File: src/verilog/sps_regs.svh
`ifndef SPS_REGS_SVH
`define SPS_REGS_SVH
`define SPS_ADDR_CTRL     8'h04
`define SPS_ADDR_DATA     8'h05
`define SPS_ADDR_STATUS   8'h03
`define SPS_STATUS_PAGE   7
`define SPS_CTRL_RBF      7
`define SPS_CTRL_EN       6
`define SPS_CTRL_OVF      5
`define SPS_CTRL_SE       4
`define SPS_CTRL_EDGE     3
`define SPS_CTRL_RESET    8'h00
`define SPS_RATE_SLAVE    3'h6
`define SPS_FIFO_DEPTH    16
`endif

File: src/verilog/sps_pkg.sv
package sps_pkg;
  typedef enum {SPS_IDLE, SPS_LEAD, SPS_TRAIL} sps_phase_t;
endpackage

File: src/verilog/sps_port.sv
`timescale 1ns/10ps
`include "sps_regs.svh"
module sps_port
  import sps_pkg::*;
(
  input  wire logic       clk,
  input  wire logic       resetn,
  input  wire logic [7:0] cpu_addr,
  input  wire logic       cpu_wr,
  input  wire logic       cpu_rd,
  input  wire logic [7:0] cpu_wdata,
  output logic      [7:0] cpu_rdata,
  input  wire logic       page_sel,
  input  wire logic       instr_tick,
  input  wire logic       slow_tick,
  input  wire logic       clk_src_slow,
  input  wire logic       irq_clear,
  output logic            read_buffer_full_irq,
  input  wire logic       sck_in,
  output logic            sck_out,
  output logic            sck_oe,
  input  wire logic       sdi,
  output logic            sdo,
  output logic            sdo_oe
);
  typedef struct packed {
    logic [1:0]  rst_sync;
    logic [7:0]  ctrl;
    logic [7:0]  write_buffer;
    logic [7:0]  shift_register;
    logic [2:0]  bitcnt;
    logic        busy;
    logic [4:0]  div;
    logic        sck;
    logic        sck_prev;
    logic        sdo;
    logic        irq;
    logic [7:0]  rdata;
    logic [7:0]  rx_sr;
    logic [1:0]  cap;
    logic [1:0]  fin;
    sps_phase_t  phase;
  } sps_st_t;
  sps_st_t s_r, s_nxt;
  logic       rst_n;
  logic [2:0] pins_q;
  logic [7:0] fifo_out;
  logic       fifo_valid, fifo_in_ready, fifo_pop;
  logic       done, fifo_push;
  logic       slave, edge_sel, enabled, tick, half;
  logic       ctrl_hit, data_hit;
  logic [7:0] capt;
  logic [4:0] div_lim;
  logic       lead_edge, trail_edge;

  assign rst_n = s_r.rst_sync[1];
  sps_sync #(.WIDTH(3)) u_sync
  (
    .clk   (clk),
    .rst_n (rst_n),
    .d     ({sck_in, sdi, 1'b0}),
    .q     (pins_q)
  );
  // read buffer kept in a fifo; overflow flags an unread byte held in slave mode, not a full fifo
  sps_fifo #(.WIDTH(8), .DEPTH(`SPS_FIFO_DEPTH)) u_rbuf
  (
    .clk       (clk),
    .rst_n     (rst_n),
    .in_data   (capt),
    .in_valid  (fifo_push),
    .in_ready  (fifo_in_ready),
    .out_data  (fifo_out),
    .out_valid (fifo_valid),
    .out_ready (fifo_pop)
  );

  assign enabled  = s_r.ctrl[`SPS_CTRL_EN];
  assign slave    = (s_r.ctrl[2:0] >= `SPS_RATE_SLAVE);
  assign edge_sel = s_r.ctrl[`SPS_CTRL_EDGE];
  assign ctrl_hit = page_sel && cpu_addr == `SPS_ADDR_CTRL;
  assign data_hit = page_sel && cpu_addr == `SPS_ADDR_DATA;
  assign tick     = clk_src_slow ? slow_tick : instr_tick;
  assign div_lim  = 5'((6'd1 << s_r.ctrl[2:0]) - 6'd1);
  assign half     = tick && (s_r.div >= div_lim);
  // slave edges from synchronised pin; leading edge shifts out
  assign lead_edge  = (pins_q[2] != s_r.sck_prev) && (pins_q[2] == ~edge_sel);
  assign trail_edge = (pins_q[2] != s_r.sck_prev) && (pins_q[2] == edge_sel);
  // master samples two clocks late to make up for the pin synchroniser
  assign capt = slave ? {s_r.shift_register[6:0], pins_q[1]} : {s_r.rx_sr[6:0], pins_q[1]};
  // slave mode keeps a one-deep visible buffer: overflow when an unread byte is held; master pushes while the fifo has room
  assign fifo_push = done && (!slave || !fifo_valid) && fifo_in_ready;
  assign fifo_pop  = cpu_rd && data_hit && fifo_valid;

  always_comb
  begin
    s_nxt = s_r;
    done = 1'b0;
    s_nxt.rst_sync = {s_r.rst_sync[0], 1'b1};
    s_nxt.sck_prev = pins_q[2];
    s_nxt.cap = {s_r.cap[0], 1'b0};
    s_nxt.fin = {s_r.fin[0], 1'b0};
    if (cpu_wr && ctrl_hit)
    begin
      s_nxt.ctrl[6:0] = {cpu_wdata[6], s_r.ctrl[`SPS_CTRL_OVF] & cpu_wdata[5], cpu_wdata[4:0]};
      if (cpu_wdata[`SPS_CTRL_SE] && !s_r.busy && enabled)
      begin
        s_nxt.shift_register = s_r.write_buffer;
        s_nxt.busy = 1'b1;
        s_nxt.bitcnt = 3'h0;
        s_nxt.phase = SPS_LEAD;
      end
    end
    if (cpu_wr && data_hit && !s_r.busy && enabled)
    begin
      s_nxt.write_buffer = cpu_wdata;
      s_nxt.shift_register = cpu_wdata;
      s_nxt.busy = 1'b1;
      s_nxt.ctrl[`SPS_CTRL_SE] = 1'b1;
      s_nxt.bitcnt = 3'h0;
      s_nxt.phase = SPS_LEAD;
    end
    if (s_r.busy && !enabled)
    begin
      s_nxt.busy = 1'b0;
      s_nxt.phase = SPS_IDLE;
    end
    else if (s_r.busy && !slave)
    begin
      s_nxt.div = tick ? (half ? 5'h0 : s_r.div + 5'h1) : s_r.div;
      if (s_r.cap[1])
      begin
        s_nxt.rx_sr = capt;
        if (s_r.fin[1])
          done = 1'b1;
      end
      if (half)
        case (s_r.phase)
          SPS_LEAD:
          begin
            s_nxt.sdo = s_r.shift_register[7];
            s_nxt.sck = ~edge_sel;
            s_nxt.phase = SPS_TRAIL;
          end
          SPS_TRAIL:
          begin
            s_nxt.sck = edge_sel;
            s_nxt.shift_register = {s_r.shift_register[6:0], 1'b0};
            s_nxt.bitcnt = s_r.bitcnt + 3'h1;
            s_nxt.cap[0] = 1'b1;
            s_nxt.fin[0] = (s_r.bitcnt == 3'h7);
            // after the eighth bit the clock stays idle until the late sample lands
            s_nxt.phase = (s_r.bitcnt == 3'h7) ? SPS_IDLE : SPS_LEAD;
          end
          default: s_nxt.phase = SPS_IDLE;
        endcase
    end
    else if (s_r.busy)
    begin
      if (lead_edge)
        s_nxt.sdo = s_r.shift_register[7];
      if (trail_edge)
      begin
        s_nxt.shift_register = capt;
        s_nxt.bitcnt = s_r.bitcnt + 3'h1;
        if (s_r.bitcnt == 3'h7)
          done = 1'b1;
      end
    end
    if (!s_r.busy || slave)
      s_nxt.sck = edge_sel;
    if (done)
    begin
      s_nxt.busy = 1'b0;
      s_nxt.phase = SPS_IDLE;
      s_nxt.div = 5'h0;
      if (slave && fifo_valid && !fifo_pop)
        s_nxt.ctrl[`SPS_CTRL_OVF] = 1'b1;
      s_nxt.irq = 1'b1;
    end
    else if (irq_clear)
      s_nxt.irq = 1'b0;
    // shift enable stays until software clears it; held at one while busy
    if (s_nxt.busy)
      s_nxt.ctrl[`SPS_CTRL_SE] = 1'b1;
    s_nxt.ctrl[`SPS_CTRL_RBF] = 1'b0;
    if (ctrl_hit)
      s_nxt.rdata = {fifo_valid, s_r.ctrl[6:0]};
    else if (data_hit)
      s_nxt.rdata = fifo_out;
    else
      s_nxt.rdata = 8'h00;
  end

  always_ff @(posedge clk or negedge resetn)
  begin
    if (!resetn)
    begin
      s_r <= '0;
      s_r.ctrl <= `SPS_CTRL_RESET;
      s_r.phase <= SPS_IDLE;
    end
    else
      s_r <= s_nxt;
  end

  assign cpu_rdata            = s_r.rdata;
  assign read_buffer_full_irq = s_r.irq;
  assign sck_out              = s_r.sck;
  assign sck_oe               = enabled && !slave;
  assign sdo                  = s_r.sdo;
  assign sdo_oe               = enabled;
endmodule

File: src/verilog/sps_fifo.sv
`timescale 1ns/10ps
module sps_fifo
#(
  parameter int WIDTH = 8,
  parameter int DEPTH = 16
)
(
  input  wire logic             clk,
  input  wire logic             rst_n,
  input  wire logic [WIDTH-1:0] in_data,
  input  wire logic             in_valid,
  output logic                  in_ready,
  output logic      [WIDTH-1:0] out_data,
  output logic                  out_valid,
  input  wire logic             out_ready
);
  localparam int AW = $clog2(DEPTH);
  typedef struct packed {
    logic [DEPTH-1:0][WIDTH-1:0] mem;
    logic [AW-1:0]               wp;
    logic [AW-1:0]               rp;
    logic [AW:0]                 cnt;
  } sps_fifo_st_t;
  sps_fifo_st_t s_r, s_nxt;
  logic push, pop;
  assign in_ready  = (s_r.cnt != DEPTH[AW:0]);
  assign out_valid = (s_r.cnt != '0);
  assign out_data  = s_r.mem[s_r.rp];
  assign push = in_valid & in_ready;
  assign pop  = out_valid & out_ready;
  always_comb
  begin
    s_nxt = s_r;
    if (push)
    begin
      s_nxt.mem[s_r.wp] = in_data;
      s_nxt.wp = s_r.wp + 1'b1;
    end
    if (pop)
      s_nxt.rp = s_r.rp + 1'b1;
    case ({push, pop})
      2'b10: s_nxt.cnt = s_r.cnt + 1'b1;
      2'b01: s_nxt.cnt = s_r.cnt - 1'b1;
      default: s_nxt.cnt = s_r.cnt;
    endcase
  end
  always_ff @(posedge clk or negedge rst_n)
  begin
    if (!rst_n)
      s_r <= '0;
    else
      s_r <= s_nxt;
  end
endmodule

File: src/verilog/sps_sync.sv
`timescale 1ns/10ps
module sps_sync
#(
  parameter int WIDTH = 3
)
(
  input  wire logic             clk,
  input  wire logic             rst_n,
  input  wire logic [WIDTH-1:0] d,
  output logic      [WIDTH-1:0] q
);
  typedef struct packed {
    logic [WIDTH-1:0] s1;
    logic [WIDTH-1:0] s2;
  } sps_sync_st_t;
  sps_sync_st_t s_r, s_nxt;
  always_comb
  begin
    s_nxt.s1 = d;
    s_nxt.s2 = s_r.s1;
  end
  always_ff @(posedge clk or negedge rst_n)
  begin
    if (!rst_n)
      s_r <= '0;
    else
      s_r <= s_nxt;
  end
  assign q = s_r.s2;
endmodule

File: config.mk
export PLATFORM = sky130hd
export DESIGN_NAME = sps_port
export DESIGN_NICKNAME = d
export VERILOG_FILES = /design/src/verilog/sps_pkg.sv /design/src/verilog/sps_port.sv /design/src/verilog/sps_fifo.sv /design/src/verilog/sps_sync.sv
export VERILOG_INCLUDE_DIRS = /design/src /design/src/verilog
export SDC_FILE = /design/constraint.sdc
export NUM_CORES = 1
export LEC_CHECK = 0
export BUFFER_PORTS_ARGS = -buffer_cell sky130_fd_sc_hd__clkbuf_2
export CORE_ASPECT_RATIO = 1.4
export CORE_MARGIN = 3
export CORE_UTILIZATION = 45
export DETAILED_ROUTE_END_ITERATION = 12
export PLACE_DENSITY = 0.59
export SYNTH_ARGS = -nofsm -noshare
export SYNTH_HDL_FRONTEND = slang
export SYNTH_SLANG_ARGS = --single-unit
File: constraint.sdc
create_clock -name clk -period 6.25 [get_ports clk]
set_input_delay 0 -clock clk [delete_from_list [all_inputs] [get_ports clk]]
set_output_delay 0 -clock clk [all_outputs]
set_load 0.1 [all_outputs]
Word level (Yosys, flattened, before mapping)
Index checks and enable logic that the tools add are counted.
- word-level logic and storage cells: 177
- bits in registers: 234
- output and inout port bits: 13
- order comparisons: 5
- add/sub/neg operators: 7
- bitwise logic cells: 5
- mux-type cells: 62
- equal/unequal tests: 15
- shift-type cells: 1
- reductions and logical operators: 43
- operators by type and width (kind ; count):
    32-bit two-way mux ; 5
    128-bit bitwise mux ; 1
    11-bit two-way mux ; 6
    33-bit two-way mux ; 2
    8-bit two-way mux ; 5
    12-bit two-way mux ; 3
    8-bit binary-select mux with 4-bit select ; 1
    8-bit demux with 4-bit select ; 1
    32-bit by 1-bit == test with 1-bit output (second input constant) ; 1
    32-bit by 2-bit == test with 1-bit output (second input constant) ; 1
    1-bit two-way mux ; 29
    6-bit two-way mux ; 4
    1-bit logical AND ; 21
    8-bit by 3-bit == test with 1-bit output (second input constant) ; 2
    2-bit nonzero test ; 8
    5-bit by 1-bit adder with 5-bit output (second input constant) ; 2
    4-bit by 5-bit < comparator with 1-bit output (second input constant) ; 2
    5-bit two-way mux ; 2
    5-bit one-hot mux with 2 select lines ; 1
    5-bit by 1-bit subtractor with 5-bit output (second input constant) ; 2
    4-bit by 1-bit adder with 4-bit output (second input constant) ; 2
    3-bit AND reduction ; 2
    3-bit nonzero test ; 2
    5-bit >= comparator ; 1
    21 further kinds ; 32

Depth between registers and ports, before layout
- depth in word-level cells: 11
- depth in mapped cells: 17
- depth with buffers taken out: 14

By module
From an unflattened synthesis, not the netlist that was laid out.
- cells, all modules: 873
- area, all modules: 11293.3 sq um
- modules (own cells, without submodules) (module ; instances ; cells an instance ; sequential area each (sq um) ; area an instance (sq um)):
    sps_fifo ; 1 ; 470 ; 3528.4 ; 6837.8
    sps_port ; 1 ; 397 ; 2227.1 ; 4305.4
    sps_sync ; 1 ; 6 ; 150.1 ; 150.1

Worst setup path after synthesis
Ideal clock, no wire load.
- kind: register to register
- start point: register s_r, in the netlist sdo_oe
- end point: register u_rbuf.s_r[4] (netlist name)
- slack: 2.996 ns
- period minus slack after synthesis: 3.254 ns
- stages on the path, launching flop included: 16
- required time: 6.171 ns
- buffers on the path: 3
- arrival: 3.175 ns
- path through: dfrtp_1 -> nor2b_1 -> a21oi_1 -> buf_2 -> and2_1 -> buf_2 -> inv_1 -> ha_1 -> clkbuf_1 -> xor2_1 -> ha_1 -> nor2b_1 -> o22ai_1 -> a22oi_1 -> nor2_1 -> xor2_1
- word-level cells in the longest chain between the ends: 8
- ends and longest elaborated chain (element ; line ; text):
    start: declaration ; sps_port.sv:44 ; sps_st_t s_r, s_nxt;
    start signal: assignment ; sps_port.sv:203 ; s_r <= s_nxt;
    1-bit logical NOT * ; sps_port.sv:122 ; if (s_r.busy && !enabled)
    1-bit logical AND * ; sps_port.sv:122 ;
    1-bit two-way mux * ; sps_port.sv:122 ;
    1-bit logical AND * (2 in series) ; sps_port.sv:91 ; assign fifo_push = done && (!slave || !fifo_valid) && fifo_in_ready;
    1-bit AND * ; sps_fifo.sv:29 ; assign push = in_valid & in_ready;
    2-bit by 1-bit == test with 1-bit output or 2-bit == test (tied branches) ; sps_fifo.sv:41 ; case ({push, pop})
    5-bit one-hot mux with 2 select lines or 2-bit nonzero test (tied branches) ; n/a ;
    end signal: assignment ; sps_fifo.sv:52 ; s_r <= s_nxt;
    end: declaration ; sps_fifo.sv:24 ; sps_fifo_st_t s_r, s_nxt;
Every way passes the cells marked *; elsewhere a longest branch is shown, timed or not.
A chain may end at the register's enable or synchronous reset.

Worst setup path after layout
- start point: register s_r[83] (netlist name)
- end point: register u_rbuf.s_r[4] (netlist name)
- word-level cells in the longest chain between the ends: 10
- ends and longest elaborated chain (element ; line ; text):
    3-bit >= comparator (no source line) * ; n/a ;
    1-bit logical NOT * ; sps_port.sv:91, sps_port.sv:127 ;
    1-bit logical AND ; sps_port.sv:127 ; else if (s_r.busy && !slave)
    1-bit two-way mux ; sps_port.sv:127 ;
    1-bit two-way mux ; sps_port.sv:122 ;
    1-bit logical AND * (2 in series) ; sps_port.sv:91 ;
    1-bit AND * ; sps_fifo.sv:29 ;
    2-bit by 1-bit == test with 1-bit output or 2-bit == test (tied branches) ; sps_fifo.sv:41 ;
    5-bit one-hot mux with 2 select lines or 2-bit nonzero test (tied branches) ; n/a ;
Marked as above.

==> metrics.yaml <==
worst_setup_path:
  reg2reg_to: "u_rbuf.s_r[4]$_DFFE_PN0P_"
  reg2reg_from: "s_r[83]$_DFFE_PN0N_"
  start_kind: "flop"
  cp-startpoint: "s_r[83]$_DFFE_PN0N_"
  arrival_ns: 3.76
  slowest_stage: "nand2_1"
  rrSetupSlack_ns: 2.92
  crit_type: "reg -> reg"
  max_stage_delay_ns: 0.51
  end_kind: "flop"
  setup.worst_path.end: "u_rbuf.s_r[4]$_DFFE_PN0P_"
  cp.required_ns: 6.69
  crit_fanout: 17
  r2r_cells: 13
  crit_chain: "nand2_1, o21ai_0, nand2b_2, and2_1, inv_1, ha_1, xor2_1, ha_1, nor2b_1, o22ai_1, a22oi_1, nor2_1, xor2_1"
global_routing:
  antenna_found_initial: 0
  grt_use_total_pct: 18.9
  grt_pass1_vias: 7117
  grt_pass1_wl_um: 38900
  grt_overflow: 0
  grt_max_degree: 66
clocking:
  clock-sinks: 234
  cts_setup_buffers: 0
  cts_resized: 0
  h-tree-depth: 1
  clkLatencyLatePin_ns: 0.52
  clockRootBuffer: "clkbuf_16"
  cts_tree: "done"
  cts.path.max_buffers: 3
  hold_buffers: 17
  cts.clk_slew.worst_paths_ns: 0.06
  numCtsBuffers: 24
routing:
  drtIter0Drc: 410
  via_count: 7010
  postRouteAntennaNets: 0
  via_per_inst: 5.37
  post_drt_wl_per_cell_um: 18.0
  dr.pass1.iters: 5
  drcViolationCount: 0
  drt_wl_total_um: 23500
place:
  port_buffers: 39
  place_hpwl_um: 16100
  gp_congestion: 0.863
timing:
  setup_tns_ns: 0
  post-route-period-util_pct: 53.2
  fmax_mhz: 301
  setup_viol: 0
  max_slew.worst_pin.slew_ns: 0.979
  slew_headroom_pct: 34.1
  grt_setup_unrepaired: "false"
  hold_violations: 0
  fin_crit_ns: 3.33
  fin_worst_skew_ns: 0.0112
  report.final.slew_viol_count: 0
power_and_ir_drop:
  clkPwrFrac_pct: 46.4
  netSwitchingPower_uw: 652
  intPower_uw: 2390
  ir_worst_vdd_uv: 219
  power_frac_comb_pct: 3.1
  power_uw: 3050
  p_leak_uw: 0.00557
  switching_share_pct: 21.4
  p_per_area_nw_per_um2: 254
  power_frac_seq_pct: 50.5
logic_synthesis:
  yosysUniqueCellTypes: 60
  ys_ff_latch: 234
  synthesis.area_um2: 10700
  synthAdderAreaFrac_pct: 1.87
  synth_compound_area_share_pct: 10.4
  synth_top_flop_cell: "dfrtp_1"
  muxShareOfSynthArea_pct: 12.6
  ys_seq_area_share_pct: 54.6
  yosys.area_share.simple_pct: 15.0
  async_reset_ff_share_pct: 100
  synth_top_family_by_area: "simple AND/OR/NAND/NOR gates"
  syn_area_per_cell_um2: 11.2
  synth_warnings: 0
  synth_fp_nets: 1004
  synthCells: 961
  synth-edff-count: 0
  synth-xor-area-share_pct: 1.06
floorplan:
  io_pins: 40
  rows: 66
  core_um2: 23400
  die_area_um2: 25700
  die_w_um: 136
  die_h_um: 189
  start_util_pct: 45.9
worst_hold_path:
  hold_class: "in -> reg"
  holdPathStages: 6
final_layout:
  final_util_pct: 51.3
  layout_commonest_cell: "dfrtp_1"
  final_cell_mix: "dfrtp_1, nor2_1, a21oi_1, nand2_1, o21ai_0"
  area_growth_pct: 11.8
  nets: 1026
  layout-drive-gt1-share_pct: 18.3
  antenna_cells: 0
status:
  status: "finished clean"
flow_run:
  drv_cap: 0
[through the flow]
step / hold WS, ns / std cells / instance area [um^2] / setup WS, ns
final: 0.0175 / 1306 / 12000 / 2.92
after global routing: 0.0459 / 1306 / 12000 / 2.67
after CTS: 0.00596 / 1306 / 12000 / 2.96
after detailed placement: -0.0538 / 1246 / 11000 / 2.99
after global placement: -0.0562 / 1246 / 11000 / 3.05
after floorplan: -0.296 / 961 / 10700 / 1.85
[sequential cells by signal, indices dropped and copies added (netlist names), 2 cells and up]
register      count
u_rbuf.s_r      141
s_nxt             3
u_sync.q          2
s_r              72
u_sync.s_nxt      2
cpu_rdata         8
[cell type report]
class | instances | area, um^2
Tap cell | 306 | 383
Inverter | 19 | 71.3
Timing Repair Buffer | 71 | 490
Clock buffer | 38 | 764
Clock inverter | 5 | 27.5
Fill cell | 2104 | 11400
Sequential cell | 234 | 5860
Multi-Input combinational cell | 633 | 4400
[metal layers]
metal | up-vias | track usage, % | share of wire (%)
met4 | 0 | 5.93 | 3.0
met2 | 134 | 32.7 | 51
met3 | 37 | 2.24 | 3.3
met5 | - | 0 | 0
li1 | 3410 | - | -
met1 | 3429 | 24.7 | 43
[worst max-delay path, delay by kind of cell (launching register included)]
kind / cells / cell delay, ns
compound gates: 3 / 0.45
simple gates: 5 / 1.36
xor+xnor: 2 / 0.35
fa+ha+maj: 2 / 0.51
buf+inv: 1 / 0.09
flops: 1 / 0.47
[cell families after synthesis]
family	Yosys count
compound gates	204
fa+ha+maj	16
mux	81
buf+inv	94
other cells	1
flops	234
xor+xnor	13
simple gates	318
[power by group through the flow]
stage | logic, uW | registers, uW | clock network [uW]
after floorplan | 40.8 | 1570 | 0
after global placement | 87.1 | 1570 | 0
after detailed placement | 87.5 | 1570 | 0
after CTS | 97.3 | 1540 | 1460
after global routing | 108 | 1540 | 1520
final | 94.1 | 1540 | 1410
[Yosys cell counts (all sizes together), types with 2 or more instances]
| master | instances | area [um^2] |
|---|---|---|
| a21oi | 118 | 613 |
| a31oi | 3 | 18.8 |
| and2 | 39 | 244 |
| and3 | 4 | 25.0 |
| and3b | 2 | 17.5 |
| and4 | 14 | 123 |
| buf | 48 | 304 |
| clkbuf | 27 | 101 |
| dfrtp | 234 | 5860 |
| ha | 16 | 200 |
| inv | 19 | 71.3 |
| mux2 | 32 | 360 |
| mux2i | 9 | 90.1 |
| mux4 | 40 | 901 |
| nand2 | 61 | 229 |
| nand2b | 6 | 40.0 |
| nand3 | 14 | 70.1 |
| nand4 | 9 | 81.3 |
| nand4b | 2 | 17.5 |
| nor2 | 124 | 468 |
| nor2b | 10 | 62.6 |
| nor3 | 7 | 51.3 |
| nor3b | 3 | 22.5 |
| nor4 | 13 | 81.3 |
| nor4b | 3 | 26.3 |
| o211ai | 2 | 15.0 |
| o21ai | 62 | 310 |
| o22a | 4 | 35.0 |
| o22ai | 4 | 25.0 |
| or2 | 2 | 12.5 |
| or3 | 2 | 17.5 |
| or4 | 2 | 15.0 |
| xnor2 | 6 | 52.6 |
| xor2 | 7 | 61.3 |
[worst min path at each step]
| stage | start | endpoint | slack (ns) |
|---|---|---|---|
| 2_1_floorplan | resetn | cpu_rdata[0]$_DFF_PN0_ | -0.30 |
| 4_1_cts | cpu_addr[6] | cpu_rdata[1]$_DFF_PN0_ | 0.006 |
| 3_5_place_dp | resetn | s_r[60]$_DFFE_PN0P_ | -0.05 |
| 5_1_grt | cpu_addr[1] | cpu_rdata[1]$_DFF_PN0_ | 0.05 |
| 3_3_place_gp | resetn | s_r[60]$_DFFE_PN0P_ | -0.06 |
| 6_report | cpu_addr[6] | cpu_rdata[1]$_DFF_PN0_ | 0.02 |
Note: power is estimated with default switching activity, not from simulation.
